File: config.mk
export PLATFORM = sky130hd
export DESIGN_NAME = gpio_ports
export DESIGN_NICKNAME = d
export VERILOG_FILES = /design/src/gpio_pkg.sv /design/src/gpio_ports.sv /design/src/gpio_pin_sync.sv
export SDC_FILE = /design/constraint.sdc
export NUM_CORES = 1
export LEC_CHECK = 0
export BUFFER_PORTS_ARGS = -buffer_cell sky130_fd_sc_hd__buf_2
export CAP_MARGIN = 20
export CORE_AREA = 2 2 303 305
export DETAILED_ROUTE_END_ITERATION = 8
export DIE_AREA = 0 0 305 307
export PLACE_DENSITY = 0.68
export SLEW_MARGIN = 20
export SYNTH_ARGS = -nofsm -noshare
export SYNTH_HDL_FRONTEND = slang
export SYNTH_SLANG_ARGS = --single-unit
export TNS_END_PERCENT = 30
File: constraint.sdc
create_clock -name clock -period 2.6 [get_ports clock]
set_input_delay 0.39 -clock clock [delete_from_list [all_inputs] [get_ports clock]]
set_output_delay 0.39 -clock clock [all_outputs]
set_load 0.02 [all_outputs]
File: src/gpio_pkg.sv
// Shared constants for the general-purpose port block
package gpio_pkg;
  localparam int NBIDIR = 13;
  localparam int NINONLY = 2;
  localparam int PW = 8;
  localparam int BIDIR_W = NBIDIR * PW;
  localparam int IN_W = NINONLY * PW;
  localparam int SYNC_W = BIDIR_W + IN_W;
  localparam int NPULL = 5;
  localparam int PULL_W = NPULL * PW;
  localparam int NOD = 4;
  localparam int OD_W = NOD * PW;
  // Bidirectional port slots: 0 P1, 1 P2, 2 P3, 3 P5, 4 PA, 5 PB, 6 PC,
  // 7 PD, 8 PE, 9 PF, 10 PH, 11 PJ, 12 PK; pin slots 13 P4, 14 P9
  localparam int PORT_3 = 2;
  localparam int PORT_A = 4;
  localparam int NPIN_PORTS = NBIDIR + NINONLY;
  // Address layout: region in paddr[8:6], port index in paddr[5:2]
  localparam int ADDR_W = 12;
  localparam int RGN_LSB = 6;
  localparam int IDX_LSB = 2;
  localparam logic [2:0] RGN_DIR = 3'h0;
  localparam logic [2:0] RGN_LATCH = 3'h1;
  localparam logic [2:0] RGN_PIN = 3'h2;
  localparam logic [2:0] RGN_PULL = 3'h3;
  localparam logic [2:0] RGN_OD = 3'h4;
  localparam logic [2:0] RGN_MODE = 3'h5;
  // Operating modes
  localparam logic [2:0] MODE_RESET = 3'h7;
  localparam logic [2:0] MODE_BUS_FIRST = 3'h4;
  localparam logic [2:0] MODE_BUS_LAST = 3'h6;
  localparam logic [7:0] BYTE_RESET = 8'h00;
endpackage : gpio_pkg

File: src/gpio_ports.sv
// General-purpose I/O port block with APB register access
`timescale 1ns/1ps
// Functional notes
// - Thirteen bidirectional ports and two input-only ports; pins take alternate functions.
// - Per-port direction register chooses output or input for each pin.
// - Per-port output latch holds written value and drives output pins.
// - Pin-state register reads back the sampled pin levels of each port.
// - Input-only ports 4 and 9 have pin read only, no latch or direction.
// - Ports A to E carry per-pin pull-up enable bits.
// - Ports 3 and A to C carry open-drain bits disabling the high side.
// - Pins shared by mode; port A gives address outputs in modes 4 to 6.
module gpio_ports (
  // Clock and reset
  input wire logic clock,
  input wire logic rstn,
  // APB slave
  input wire logic psel,
  input wire logic penable,
  input wire logic pwrite,
  input wire logic [gpio_pkg::ADDR_W-1:0] paddr,
  input wire logic [31:0] pwdata,
  input wire logic [3:0] pstrb,
  output logic [31:0] prdata,
  output logic pready,
  output logic pslverr,
  // Bidirectional port pins
  input wire logic [gpio_pkg::BIDIR_W-1:0] pin_in,
  output logic [gpio_pkg::BIDIR_W-1:0] pin_out,
  output logic [gpio_pkg::BIDIR_W-1:0] pin_oe,
  output logic [gpio_pkg::PULL_W-1:0] pullup_en,
  // Input-only port pins
  input wire logic [gpio_pkg::IN_W-1:0] inonly_in,
  // Alternate function overrides per bidirectional pin
  input wire logic [gpio_pkg::BIDIR_W-1:0] alt_sel,
  input wire logic [gpio_pkg::BIDIR_W-1:0] alt_out,
  input wire logic [gpio_pkg::BIDIR_W-1:0] alt_oe,
  // Upper address from the bus controller
  input wire logic [gpio_pkg::PW-1:0] addr_upper,
  // Current operating mode
  output logic [2:0] op_mode
);
  typedef struct packed {
    logic [gpio_pkg::BIDIR_W-1:0] dir;
    logic [gpio_pkg::BIDIR_W-1:0] latch;
    logic [gpio_pkg::PULL_W-1:0] pull;
    logic [gpio_pkg::OD_W-1:0] od;
    logic [2:0] mode;
    logic [31:0] rdata;
    logic err;
  } port_state_t;

  port_state_t s;
  port_state_t next_s;
  logic [gpio_pkg::SYNC_W-1:0] pins_q;
  logic [2:0] rgn;
  logic [3:0] idx;
  logic setup;
  logic wr;
  logic bus_mode;

  // Open-drain slot to bidirectional port slot
  function automatic int od_port(input int k);
    return (k == 0) ? gpio_pkg::PORT_3 : gpio_pkg::PORT_A + k - 1;
  endfunction : od_port

  // Whether a region and index name an implemented register
  function automatic logic reg_ok(input logic [2:0] r, input logic [3:0] i);
    unique case (r)
      gpio_pkg::RGN_DIR: return int'(i) < gpio_pkg::NBIDIR;
      gpio_pkg::RGN_LATCH: return int'(i) < gpio_pkg::NBIDIR;
      gpio_pkg::RGN_PIN: return int'(i) < gpio_pkg::NPIN_PORTS;
      gpio_pkg::RGN_PULL: return int'(i) < gpio_pkg::NPULL;
      gpio_pkg::RGN_OD: return int'(i) < gpio_pkg::NOD;
      gpio_pkg::RGN_MODE: return i == 4'h0;
      default: return 1'b0;
    endcase
  endfunction : reg_ok

  gpio_pin_sync #(
    .W(gpio_pkg::SYNC_W)
  ) u_sync (
    .clock(clock),
    .rstn(rstn),
    .raw({inonly_in, pin_in}),
    .level(pins_q)
  );

  assign rgn = paddr[gpio_pkg::RGN_LSB +: 3];
  assign idx = paddr[gpio_pkg::IDX_LSB +: 4];
  assign setup = psel && !penable;
  assign wr = psel && penable && pwrite && !s.err && pstrb[0];

  always_comb begin
    next_s = s;
    if (setup) begin
      next_s.rdata = '0;
      next_s.err = !reg_ok(rgn, idx);
      unique case (rgn)
        gpio_pkg::RGN_DIR: if (reg_ok(rgn, idx)) begin
          next_s.rdata[7:0] = s.dir[int'(idx) * gpio_pkg::PW +: 8];
        end
        gpio_pkg::RGN_LATCH: if (reg_ok(rgn, idx)) begin
          next_s.rdata[7:0] = s.latch[int'(idx) * gpio_pkg::PW +: 8];
        end
        gpio_pkg::RGN_PIN: if (reg_ok(rgn, idx)) begin
          next_s.rdata[7:0] = pins_q[int'(idx) * gpio_pkg::PW +: 8];
        end
        gpio_pkg::RGN_PULL: if (reg_ok(rgn, idx)) begin
          next_s.rdata[7:0] = s.pull[int'(idx) * gpio_pkg::PW +: 8];
        end
        gpio_pkg::RGN_OD: if (reg_ok(rgn, idx)) begin
          next_s.rdata[7:0] = s.od[int'(idx) * gpio_pkg::PW +: 8];
        end
        gpio_pkg::RGN_MODE: if (reg_ok(rgn, idx)) begin
          next_s.rdata[2:0] = s.mode;
        end
        default: next_s.rdata = '0;
      endcase
    end
    // Writes land at the access edge; pin region is read-only
    if (wr) begin
      unique case (rgn)
        gpio_pkg::RGN_DIR: begin
          next_s.dir[int'(idx) * gpio_pkg::PW +: 8] = pwdata[7:0];
        end
        gpio_pkg::RGN_LATCH: begin
          next_s.latch[int'(idx) * gpio_pkg::PW +: 8] = pwdata[7:0];
        end
        gpio_pkg::RGN_PULL: begin
          next_s.pull[int'(idx) * gpio_pkg::PW +: 8] = pwdata[7:0];
        end
        gpio_pkg::RGN_OD: begin
          next_s.od[int'(idx) * gpio_pkg::PW +: 8] = pwdata[7:0];
        end
        gpio_pkg::RGN_MODE: begin
          next_s.mode = pwdata[2:0];
        end
        default: next_s.err = s.err;
      endcase
    end
  end

  always_ff @(posedge clock or negedge rstn) begin
    if (!rstn) begin
      s.dir <= '0;
      s.latch <= '0;
      s.pull <= '0;
      s.od <= '0;
      s.mode <= gpio_pkg::MODE_RESET;
      s.rdata <= '0;
      s.err <= 1'b0;
    end else begin
      s <= next_s;
    end
  end

  assign prdata = s.rdata;
  assign pready = 1'b1;
  assign pslverr = psel && penable && s.err;
  assign op_mode = s.mode;
  assign bus_mode = (s.mode >= gpio_pkg::MODE_BUS_FIRST) &&
                    (s.mode <= gpio_pkg::MODE_BUS_LAST);

  // Pin drivers: bus address first, then alternate function, then port
  always_comb begin
    logic od_bit;
    int p;
    od_bit = 1'b0;
    p = 0;
    for (int i = 0; i < gpio_pkg::BIDIR_W; i++) begin
      p = i / gpio_pkg::PW;
      od_bit = 1'b0;
      for (int k = 0; k < gpio_pkg::NOD; k++) begin
        if (od_port(k) == p) begin
          od_bit = s.od[k * gpio_pkg::PW + i % gpio_pkg::PW];
        end
      end
      if (bus_mode && p == gpio_pkg::PORT_A) begin
        pin_out[i] = addr_upper[i % gpio_pkg::PW];
        pin_oe[i] = 1'b1;
      end else if (alt_sel[i]) begin
        pin_out[i] = alt_out[i];
        pin_oe[i] = alt_oe[i] && !(od_bit && alt_out[i]);
      end else begin
        pin_out[i] = s.latch[i];
        // Open drain drives low only; high side left off
        pin_oe[i] = s.dir[i] && !(od_bit && s.latch[i]);
      end
    end
  end

  // Pull-ups act only on pins the port treats as inputs
  always_comb begin
    for (int i = 0; i < gpio_pkg::PULL_W; i++) begin
      pullup_en[i] = s.pull[i] &&
        !s.dir[gpio_pkg::PORT_A * gpio_pkg::PW + i];
    end
  end
endmodule : gpio_ports

File: src/gpio_pin_sync.sv
// Three-stage pin synchroniser with agreement filter
`timescale 1ns/1ps
module gpio_pin_sync #(
  parameter int W = 8
) (
  // Clock and reset
  input wire logic clock,
  input wire logic rstn,
  // Pins in, filtered levels out
  input wire logic [W-1:0] raw,
  output logic [W-1:0] level
);
  typedef struct packed {
    logic [W-1:0] s1;
    logic [W-1:0] s2;
    logic [W-1:0] s3;
    logic [W-1:0] level;
  } sync_state_t;

  sync_state_t s;
  sync_state_t next_s;

  always_comb begin
    next_s = s;
    next_s.s1 = raw;
    next_s.s2 = s.s1;
    next_s.s3 = s.s2;
    // A bit changes only once stages two and three agree
    for (int i = 0; i < W; i++) begin
      if (s.s2[i] == s.s3[i]) begin
        next_s.level[i] = s.s3[i];
      end
    end
  end

  always_ff @(posedge clock or negedge rstn) begin
    if (!rstn) begin
      s <= '0;
    end else begin
      s <= next_s;
    end
  end

  assign level = s.level;
endmodule : gpio_pin_sync

==> results of run 1 <==
-- worst paths after layout --
kind / from / endpoint / slack [ps] / cells after the start
hold reg to reg: u_sync.next_s[313] / u_sync.next_s[193] / 330 / 0
min in group asynchronous: rstn / u_sync.next_s[290] / 270 / 2
hold / removal: pwdata[0] / s[36] / 170 / 3
max in group asynchronous: rstn / u_sync.next_s[239] / 1370 / 3
setup / recovery: s[0] / s[271] / 120 / 7
setup reg to reg: s[0] / s[271] / 120 / 7
-- power breakdown --
group | internal (mW) | leakage [nW] | switching [mW]
clock network | 7.02 | 1.36 | 5.12
logic | 1.26 | 9.51 | 1.70
registers | 12.5 | 9.43 | 0.280
total | 20.8 | 20.3 | 7.10
-- what timing repair did --
item	4_1_cts	5_1_grt
endpoints found under the setup margin	0	10
buffers inserted	0	0
hold endpoints to repair	152	0
gates resized for setup	0	2
hold buffers	121	0
-- per-layer routing --
layer | share of wire (%) | vias up | track usage, %
met5 | 0.065 | - | 0
met4 | 5.0 | 14 | 12.2
met3 | 6.9 | 251 | 5.53
met2 | 48 | 1066 | 43.3
met1 | 40 | 12103 | 33.2
li1 | - | 10535 | -
-- cell usage in the layout (no fill, tap or decap), drive strengths merged, types with 7 or more instances in the layout --
cell type,count
mux4,33
mux2i,165
nor4,20
mux2,334
a221oi,8
a32oi,7
maj3,120
a21oi,53
nor2b,43
dfrtp,769
nor2,131
nand3,50
clkinv,24
clkbuf,104
buf,943
o22ai,35
nor3,22
dlygate4sd3,121
inv,56
bufinv,10
and2,19
nand2,187
conb,25
and3,10
o21ai,125
-- state kept, by name (all words and copies together), names as in the netlist --
name,cells
u_sync.level,120
u_sync.next_s,240
u_sync.s,120
s,281
op_mode,3
prdata,8
-- worst max-delay path, delay by kind of cell (launching register included) --
| kind | cells | cell delay, ps |
|---|---|---|
| simple gates | 5 | 1420 |
| flops | 1 | 400 |
| mux | 1 | 330 |
| buf+inv | 1 | 170 |
-- cell families after synthesis --
group	Yosys count	synth area share, %
fa+ha+maj	124	3.90
mux	532	19.4
compound gates	268	4.92
buf+inv	185	3.12
flops	772	60.3
xor+xnor	1	0.0508
other cells	2	0.0234
simple gates	516	8.30
-- final cells by class --
type | instances | area, um^2 | share of cell area (%)
Sequential cell | 772 | 19300 | 45.3
Multi-Input combinational cell | 1466 | 11800 | 27.8
Timing Repair Buffer | 1064 | 6980 | 16.4
Clock buffer | 104 | 2170 | 5.09
Tap cell | 1186 | 1480 | 3.48
Clock inverter | 40 | 623 | 1.46
Inverter | 53 | 204 | 0.478
Antenna cell | 4 | 10.0 | 0.0235
==> impl_metrics.toml, run 1 <==
[status]
status = "finished, final reports clean"

[sta]
slew-limit-headroom_pct = 33.0
worst-slew-pin-transition_ps = 998
fin_skew_ps = 44.1
report.final.slew_viol_count = 0
whs_ps = 174
period_share_pct = 95.3
tns_ps = 0
fmax_ghz = 0.404
period_needed_ps = 2480
rsz0062_at_grt = "no"
fin_ws_ps = 123
finalSetupViolCount = 0
hold_violations = 0

[setup_path]
crit_fanout = 8
slowest_delay_ps = 400
arrival_ps = 2990
crit_type = "reg2reg"
end_kind = "flop"
setup.worst_path.start_class = "flop"
critical-path-slowest-cell = "dfrtp_1"
cp.required_ps = 3110
path_cells = "nor2b_1 > nand2_1 > nor2_4 > nand3_2 > nor4_4 > buf_12 > mux2_2"

[layout]
layout.nets = 3933
design_area_um2 = 42600
drive_gt1_share_pct = 42.7
syn_to_final_growth_pct = 33.0
utilization_pct = 47.0
fillers = 8140
final_cells = 4689

[logic_synthesis]
synth_top_area_share_pct = 60.0
netlist_top_cells_area = "dfrtp_1 60%, mux2_2 11%, mux2i_1 5.2%, maj3_1 3.7%, mux4_2 2.3%"
yosysUniqueCellTypes = 76
synth_edf_count = 0
synthTopCellsByCount = "769 x dfrtp_1, 318 x mux2_2, 182 x nand2_1"
syn-cell-area_um2 = 32000
async_reset_ff_share_pct = 100
ys_seq_area_share_pct = 60.3
synth_seq_cells = 772
yosysWarnings = 0
yosysTopAreaCell = "dfrtp_1"
yosysMostFrequentCell = "dfrtp_1"
synth_top_flop_cell = "dfrtp_1"
post_synth.cell_area_avg_um2 = 13.4
synthCells = 2400

[placement]
place_congestion = 0.982
port_buffers = 720
dp_hpwl_mm = 98.3
place_inst = 4420
placed_cell_area_um2 = 38600
dp_slack_ps = -252

[clocking]
clockBufferDepth = 3
cts.sinks = 772
tritoncts = "yes"
path_clk_slew_ps = 60
clock_latency_ps = 660
cts_max_level = 3
root_buffer = "clkbuf_16"
numCtsBuffers = 79

[drt]
wl_mm = 125
drt_iter0_markers = 1893
vias = 23969
detail_route.wl_per_cell_um = 26.7
drt_first_pass_iters = 6
drtAntennaViolNets = 0
routed_via_density = 5.11
drc = 0

[power_and_ir_drop]
p_leak_nw = 20.3
pwr_density_cell_nw_per_um2 = 654
power.total_mw = 27.9
ir_worst_vdd_v = 0.000583

[die]
io_pins = 778
dieWidth_um = 305
design.core.area_um2 = 90700
row_count = 111
start_util_pct = 35.3
die_h_um = 307
die-area_um2 = 93600

[run]
cap_viol_max_count = 0

[global_route]
grt_max_degree = 106
grt_pass1_wl_mm = 176
grt_pass1_vias = 24580
grt-ovfl-total = 0
grt_antenna_before_repair = 20
grtUsageTotal_pct = 26.3

[hold_path]
min_path_type = "in2reg"
Note: power is estimated with default switching activity, not from simulation.
==> run 2, diff against run 1 <==
--- a/config.mk
+++ b/config.mk
@@ -10,7 +10,7 @@
 export CORE_AREA = 2 2 303 305
 export DETAILED_ROUTE_END_ITERATION = 8
 export DIE_AREA = 0 0 305 307
-export PLACE_DENSITY = 0.68
+export PLACE_DENSITY = 0.64
 export SLEW_MARGIN = 20
 export SYNTH_ARGS = -nofsm -noshare
 export SYNTH_HDL_FRONTEND = slang
==> run 2 against run 1 <==
Net effect:
- non-clock buffer count decreased by 4
- die area unchanged
- cell area increased by 0.13%
- critical endpoint is now pin_out[38]
- largest power group unchanged
==> impl_metrics.toml, run 2 (synthesized netlist as in run 1, its figures left out) <==
[layout]
layout_common_cells = "769 x dfrtp_1, 717 x buf_2, 318 x mux2_2"
utilization_pct = 47.1
syn_to_final_growth_pct = 33.2
fillers = 8225
largest_reg_flops = 281
layout.nets = 3933
top_register = "s"
final_common_cell = "dfrtp_1"
drive_gt1_share_pct = 42.7

[sta]
finalSetupViolCount = 0
period_needed_ps = 2550
fmax_ghz = 0.392
report.final.slew_viol_count = 0
hold_violations = 0
worst-slew-pin-transition_ps = 825
fin_skew_ps = 19.4
slew-limit-headroom_pct = 44.6
fin_ws_ps = 51.8
rsz0062_at_grt = "no"
period_share_pct = 98.0

[power_and_ir_drop]
ir_worst_vdd_v = 0.000521
pwr_density_cell_nw_per_um2 = 655
p_leak_nw = 20.3
power.total_mw = 27.9

[setup_path]
end_kind = "output port"
slowest_delay_ps = 660
path_common_cell = "nand2_1"
cpLargestDelayFamily = "flip-flops"
critical-path-slowest-cell = "dfstp_2"
path_cells = "nand2_1 > nand2_1 > buf_8 > nor2_1 > a21oi_1 > buf_2"
cp.required_ps = 2210
setup.worst_path.start_class = "flop"
crit_type = "reg2out"
arrival_ps = 2160
path_buf_inv = 2
crit_fanout = 24

[global_route]
grt-ovfl-total = 0
grt_antenna_before_repair = 26
grt_max_degree = 105
grtUsageTotal_pct = 26.3
grt_pass1_wl_mm = 176
grt_pass1_vias = 24370

[drt]
drtAntennaViolNets = 0
drc = 0
drt_first_pass_iters = 6
detail_route.wl_per_cell_um = 26.6
wl_mm = 125
routed_via_density = 5.10
vias = 23933
drt_iter0_markers = 1959

[die]
io_pins = 778
die-area_um2 = 93600
start_util_pct = 35.3
dieWidth_um = 305
design.core.area_um2 = 90700
row_count = 111
die_h_um = 307

[clocking]
path_clk_slew_ps = 60
postCtsSetupBuffers = 0
cts.sinks = 772
tritoncts = "yes"
clock_latency_ps = 650
cts_max_level = 3
root_buffer = "clkbuf_16"
clockBufferDepth = 3
numCtsBuffers = 83

[status]
status = "finished, final reports clean"

[hold_path]
min_path_type = "in2reg"

[run]
cap_viol_max_count = 0

[placement]
place_congestion = 1.01
dp_slack_ps = -99.9
dp_hpwl_mm = 98.8
port_buffers = 720
==> run 2: cell count changes in the layout (fill, tap and decap cells not counted), sizes merged <==
cell    before  now
inv         56   54
diode        4    6
clkbuf     104  118
clkinv      24   22
bufinv      10    5
buf        943  939
==> run 2: layout make-up <==
| cell class | instances | area [um^2] | share of cell area, % |
|---|---|---|---|
| Sequential cell | 772 | 19300 | 45.3 |
| Multi-Input combinational cell | 1466 | 11800 | 27.7 |
| Timing Repair Buffer | 1060 | 6960 | 16.3 |
| Clock buffer | 118 | 2420 | 5.67 |
| Tap cell | 1186 | 1480 | 3.48 |
| Clock inverter | 31 | 440 | 1.03 |
| Inverter | 53 | 204 | 0.478 |
| Antenna cell | 6 | 15.0 | 0.0352 |
==> run 2: metal layers <==
metal	part of all wire, %	up-vias	GRT usage (%)
li1	-	10560	-
met1	41	12038	33.7
met2	47	1073	42.9
met3	7.6	244	6.06
met4	4.5	18	11.0
met5	0.10	-	0
==> run 2: metrics by stage <==
step / hold slack [ps] / setup TNS, ps / cell area, um^2 / cells
global route: 105 / 0 / 42700 / 4686
floorplan: 94.4 / -790 / 32200 / 2423
finish: 113 / 0 / 42700 / 4692
global placement: 306 / -320 / 38600 / 4416
detailed placement: 306 / -332 / 38600 / 4416
CTS: 72.1 / 0 / 42700 / 4686
==> run 2: final timing paths <==
kind,from,to,slack (ps),cells after the start
max,op_mode[1],pin_out[38],50,6
min,pwdata[0],s[100],110,3
max reg2reg,s[240],prdata[4],140,7
min reg2reg,u_sync.next_s[256],u_sync.next_s[136],340,0
max in group asynchronous,rstn,u_sync.level[116],1390,4
min in group asynchronous,rstn,u_sync.level[11],230,2
==> run 2: what timing repair did <==
item	in CTS	in global routing
endpoints found under the setup margin	1	1
resized for setup	1	1
endpoints found under the hold margin	161	0
hold buffers	121	0
==> run 2: report_power, final <==
group	switching [mW]	total, mW	internal [mW]
Sequential	0.285	12.8	12.5
Combinational	1.69	2.95	1.26
Clock	5.10	12.2	7.07
Total	7.08	27.9	20.9
==> run 2: tightest hold or removal path, cell delays in order <==
cell and delay (ps):
buf_2 170, nand4_1 80, o21ai_0 70
==> run 3, diff against run 2 <==
--- a/config.mk
+++ b/config.mk
@@ -8,9 +8,10 @@
 export BUFFER_PORTS_ARGS = -buffer_cell sky130_fd_sc_hd__buf_2
 export CAP_MARGIN = 20
 export CORE_AREA = 2 2 303 305
+export CTS_CLUSTER_DIAMETER = 40
 export DETAILED_ROUTE_END_ITERATION = 8
 export DIE_AREA = 0 0 305 307
-export PLACE_DENSITY = 0.64
+export PLACE_DENSITY = 0.59
 export SLEW_MARGIN = 20
 export SYNTH_ARGS = -nofsm -noshare
 export SYNTH_HDL_FRONTEND = slang
==> run 3 against run 2 <==
Net effect:
- register-to-register slack improved by 130 ps
- critical path depth is 2 lower
- global-route usage rose by 0.063 points
- sequential power barely moved
- combinational power about the same
==> impl_metrics.toml, run 3 (synthesized netlist as in run 1, its figures left out) <==
[die]
design.core.area_um2 = 90700
start_util_pct = 35.3
row_count = 111
io_pins = 778
die-area_um2 = 93600
die_h_um = 307
dieWidth_um = 305

[sta]
hold_violations = 0
report.final.slew_viol_count = 0
period_share_pct = 96.0
fmax_ghz = 0.401
worst-slew-pin-transition_ps = 793
finalSetupViolCount = 0
fin_ws_ps = 104
rsz0062_at_grt = "no"
tns_ps = 0
period_needed_ps = 2500
fin_skew_ps = 24.3
slew-limit-headroom_pct = 46.7

[clocking]
clock_latency_ps = 680
numCtsBuffers = 116
cts.sinks = 772
path_clk_slew_ps = 50
root_buffer = "clkbuf_16"
tritoncts = "yes"
clockBufferDepth = 3
cts_max_level = 3

[power_and_ir_drop]
p_sw_share_pct = 25.6
combPwrFrac_pct = 9.3
pwr-share-clk_pct = 50.5
pwr_density_cell_nw_per_um2 = 724
p_leak_nw = 21.0
p_switching_mw = 8.15
p_int_mw = 23.7
ir_worst_vdd_v = 0.000537
power.total_mw = 31.9
pwr-share-seq_pct = 40.2

[drt]
drt_first_pass_iters = 6
routed_via_density = 5.08
drtAntennaViolNets = 0
wl_mm = 126
vias = 24173
detail_route.wl_per_cell_um = 26.4
drt_iter0_markers = 1752
drc = 0

[global_route]
grt-ovfl-total = 0
grt_pass1_vias = 24186
grtUsageTotal_pct = 26.3
grt_max_degree = 94
grt_pass1_wl_mm = 175
grt_antenna_before_repair = 30

[setup_path]
crit_type = "reg2out"
end_kind = "output port"
cp.required_ps = 2210
crit_fanout = 2
arrival_ps = 2110
setup.worst_path.start_class = "flop"

[layout]
layout_common_cells = "769 x dfrtp_1, 717 x buf_2, 318 x mux2_2"
design_area_um2 = 44100
syn_to_final_growth_pct = 37.5
layout.nets = 3965
drive_gt1_share_pct = 43.8
largest_reg_flops = 281
top_register = "s"
final_common_cell = "dfrtp_1"

[hold_path]
min_path_type = "in2reg"

[status]
status = "finished, final reports clean"

[placement]
place_congestion = 0.952
placed_cell_area_um2 = 38700
dp_hpwl_mm = 100
dp_slack_ps = -38.7
port_buffers = 720

[run]
cap_viol_max_count = 0
## run 3: path summary, 6_finish.rpt
| check | from | endpoint | slack [ps] | depth (start not counted) |
|---|---|---|---|---|
| worst max-delay path | s[160] | pin_oe[52] | 100 | 4 |
| worst min-delay path | pwdata[1] | s[205] | 140 | 3 |
| worst max register to register | s[144] | prdata[4] | 270 | 7 |
| worst min register to register | u_sync.next_s[334] | u_sync.next_s[214] | 340 | 0 |
| max in group asynchronous | rstn | s[228] | 1520 | 4 |
| min in group asynchronous | rstn | u_sync.next_s[203] | 180 | 2 |
## run 3: repair_timing
| action | CTS | global route |
|---|---|---|
| hold buffers | 121 | 0 |
| buffers inserted | 0 | 0 |
| setup endpoints to repair | 0 | 7 |
| gates resized for setup | 0 | 2 |
| endpoints found under the hold margin | 359 | 0 |
## run 3: area by class of cell
type	count	area [um^2]
Sequential cell	772	19300
Clock buffer	140	3090
Multi-Input combinational cell	1466	11800
Tap cell	1186	1480
Inverter	53	204
Timing Repair Buffer	1059	7070
Fill cell	8089	46600
Antenna cell	3	7.51
Clock inverter	77	1030
## run 3: layer usage
layer | track usage (%) | part of all wire (%)
met4 | 10.4 | 4.1
met3 | 6.75 | 8.1
met5 | 0 | 0.066
met2 | 42.7 | 47
met1 | 33.8 | 41
## run 3: worst max-delay path, stage by stage, from the launching register on
cell and delay, ps:
dfrtp_1 400, inv_1 220, o21ai_0 270, a21oi_1 310, buf_2 220
## run 3: power by group through the flow
stage                     Clock (mW)  Combinational, mW  Sequential [mW]
after floorplan                    0               1.37             12.9
after global placement             0               2.80             13.0
after detailed placement           0               2.83             13.0
after CTS                       16.4               2.97             12.8
after global routing            17.0               3.16             12.9
final                           16.1               2.96             12.8
## run 3: stage by stage
stage | util, % | hold WS (ps) | instances
3_3_place_gp | 42.7 | 310 | 4415
4_1_cts | 48.6 | 83.6 | 4753
5_1_grt | 48.6 | 119 | 4754
2_1_floorplan | - | 94.4 | 2423
3_5_place_dp | 42.7 | 311 | 4415
6_report | 48.6 | 144 | 4756
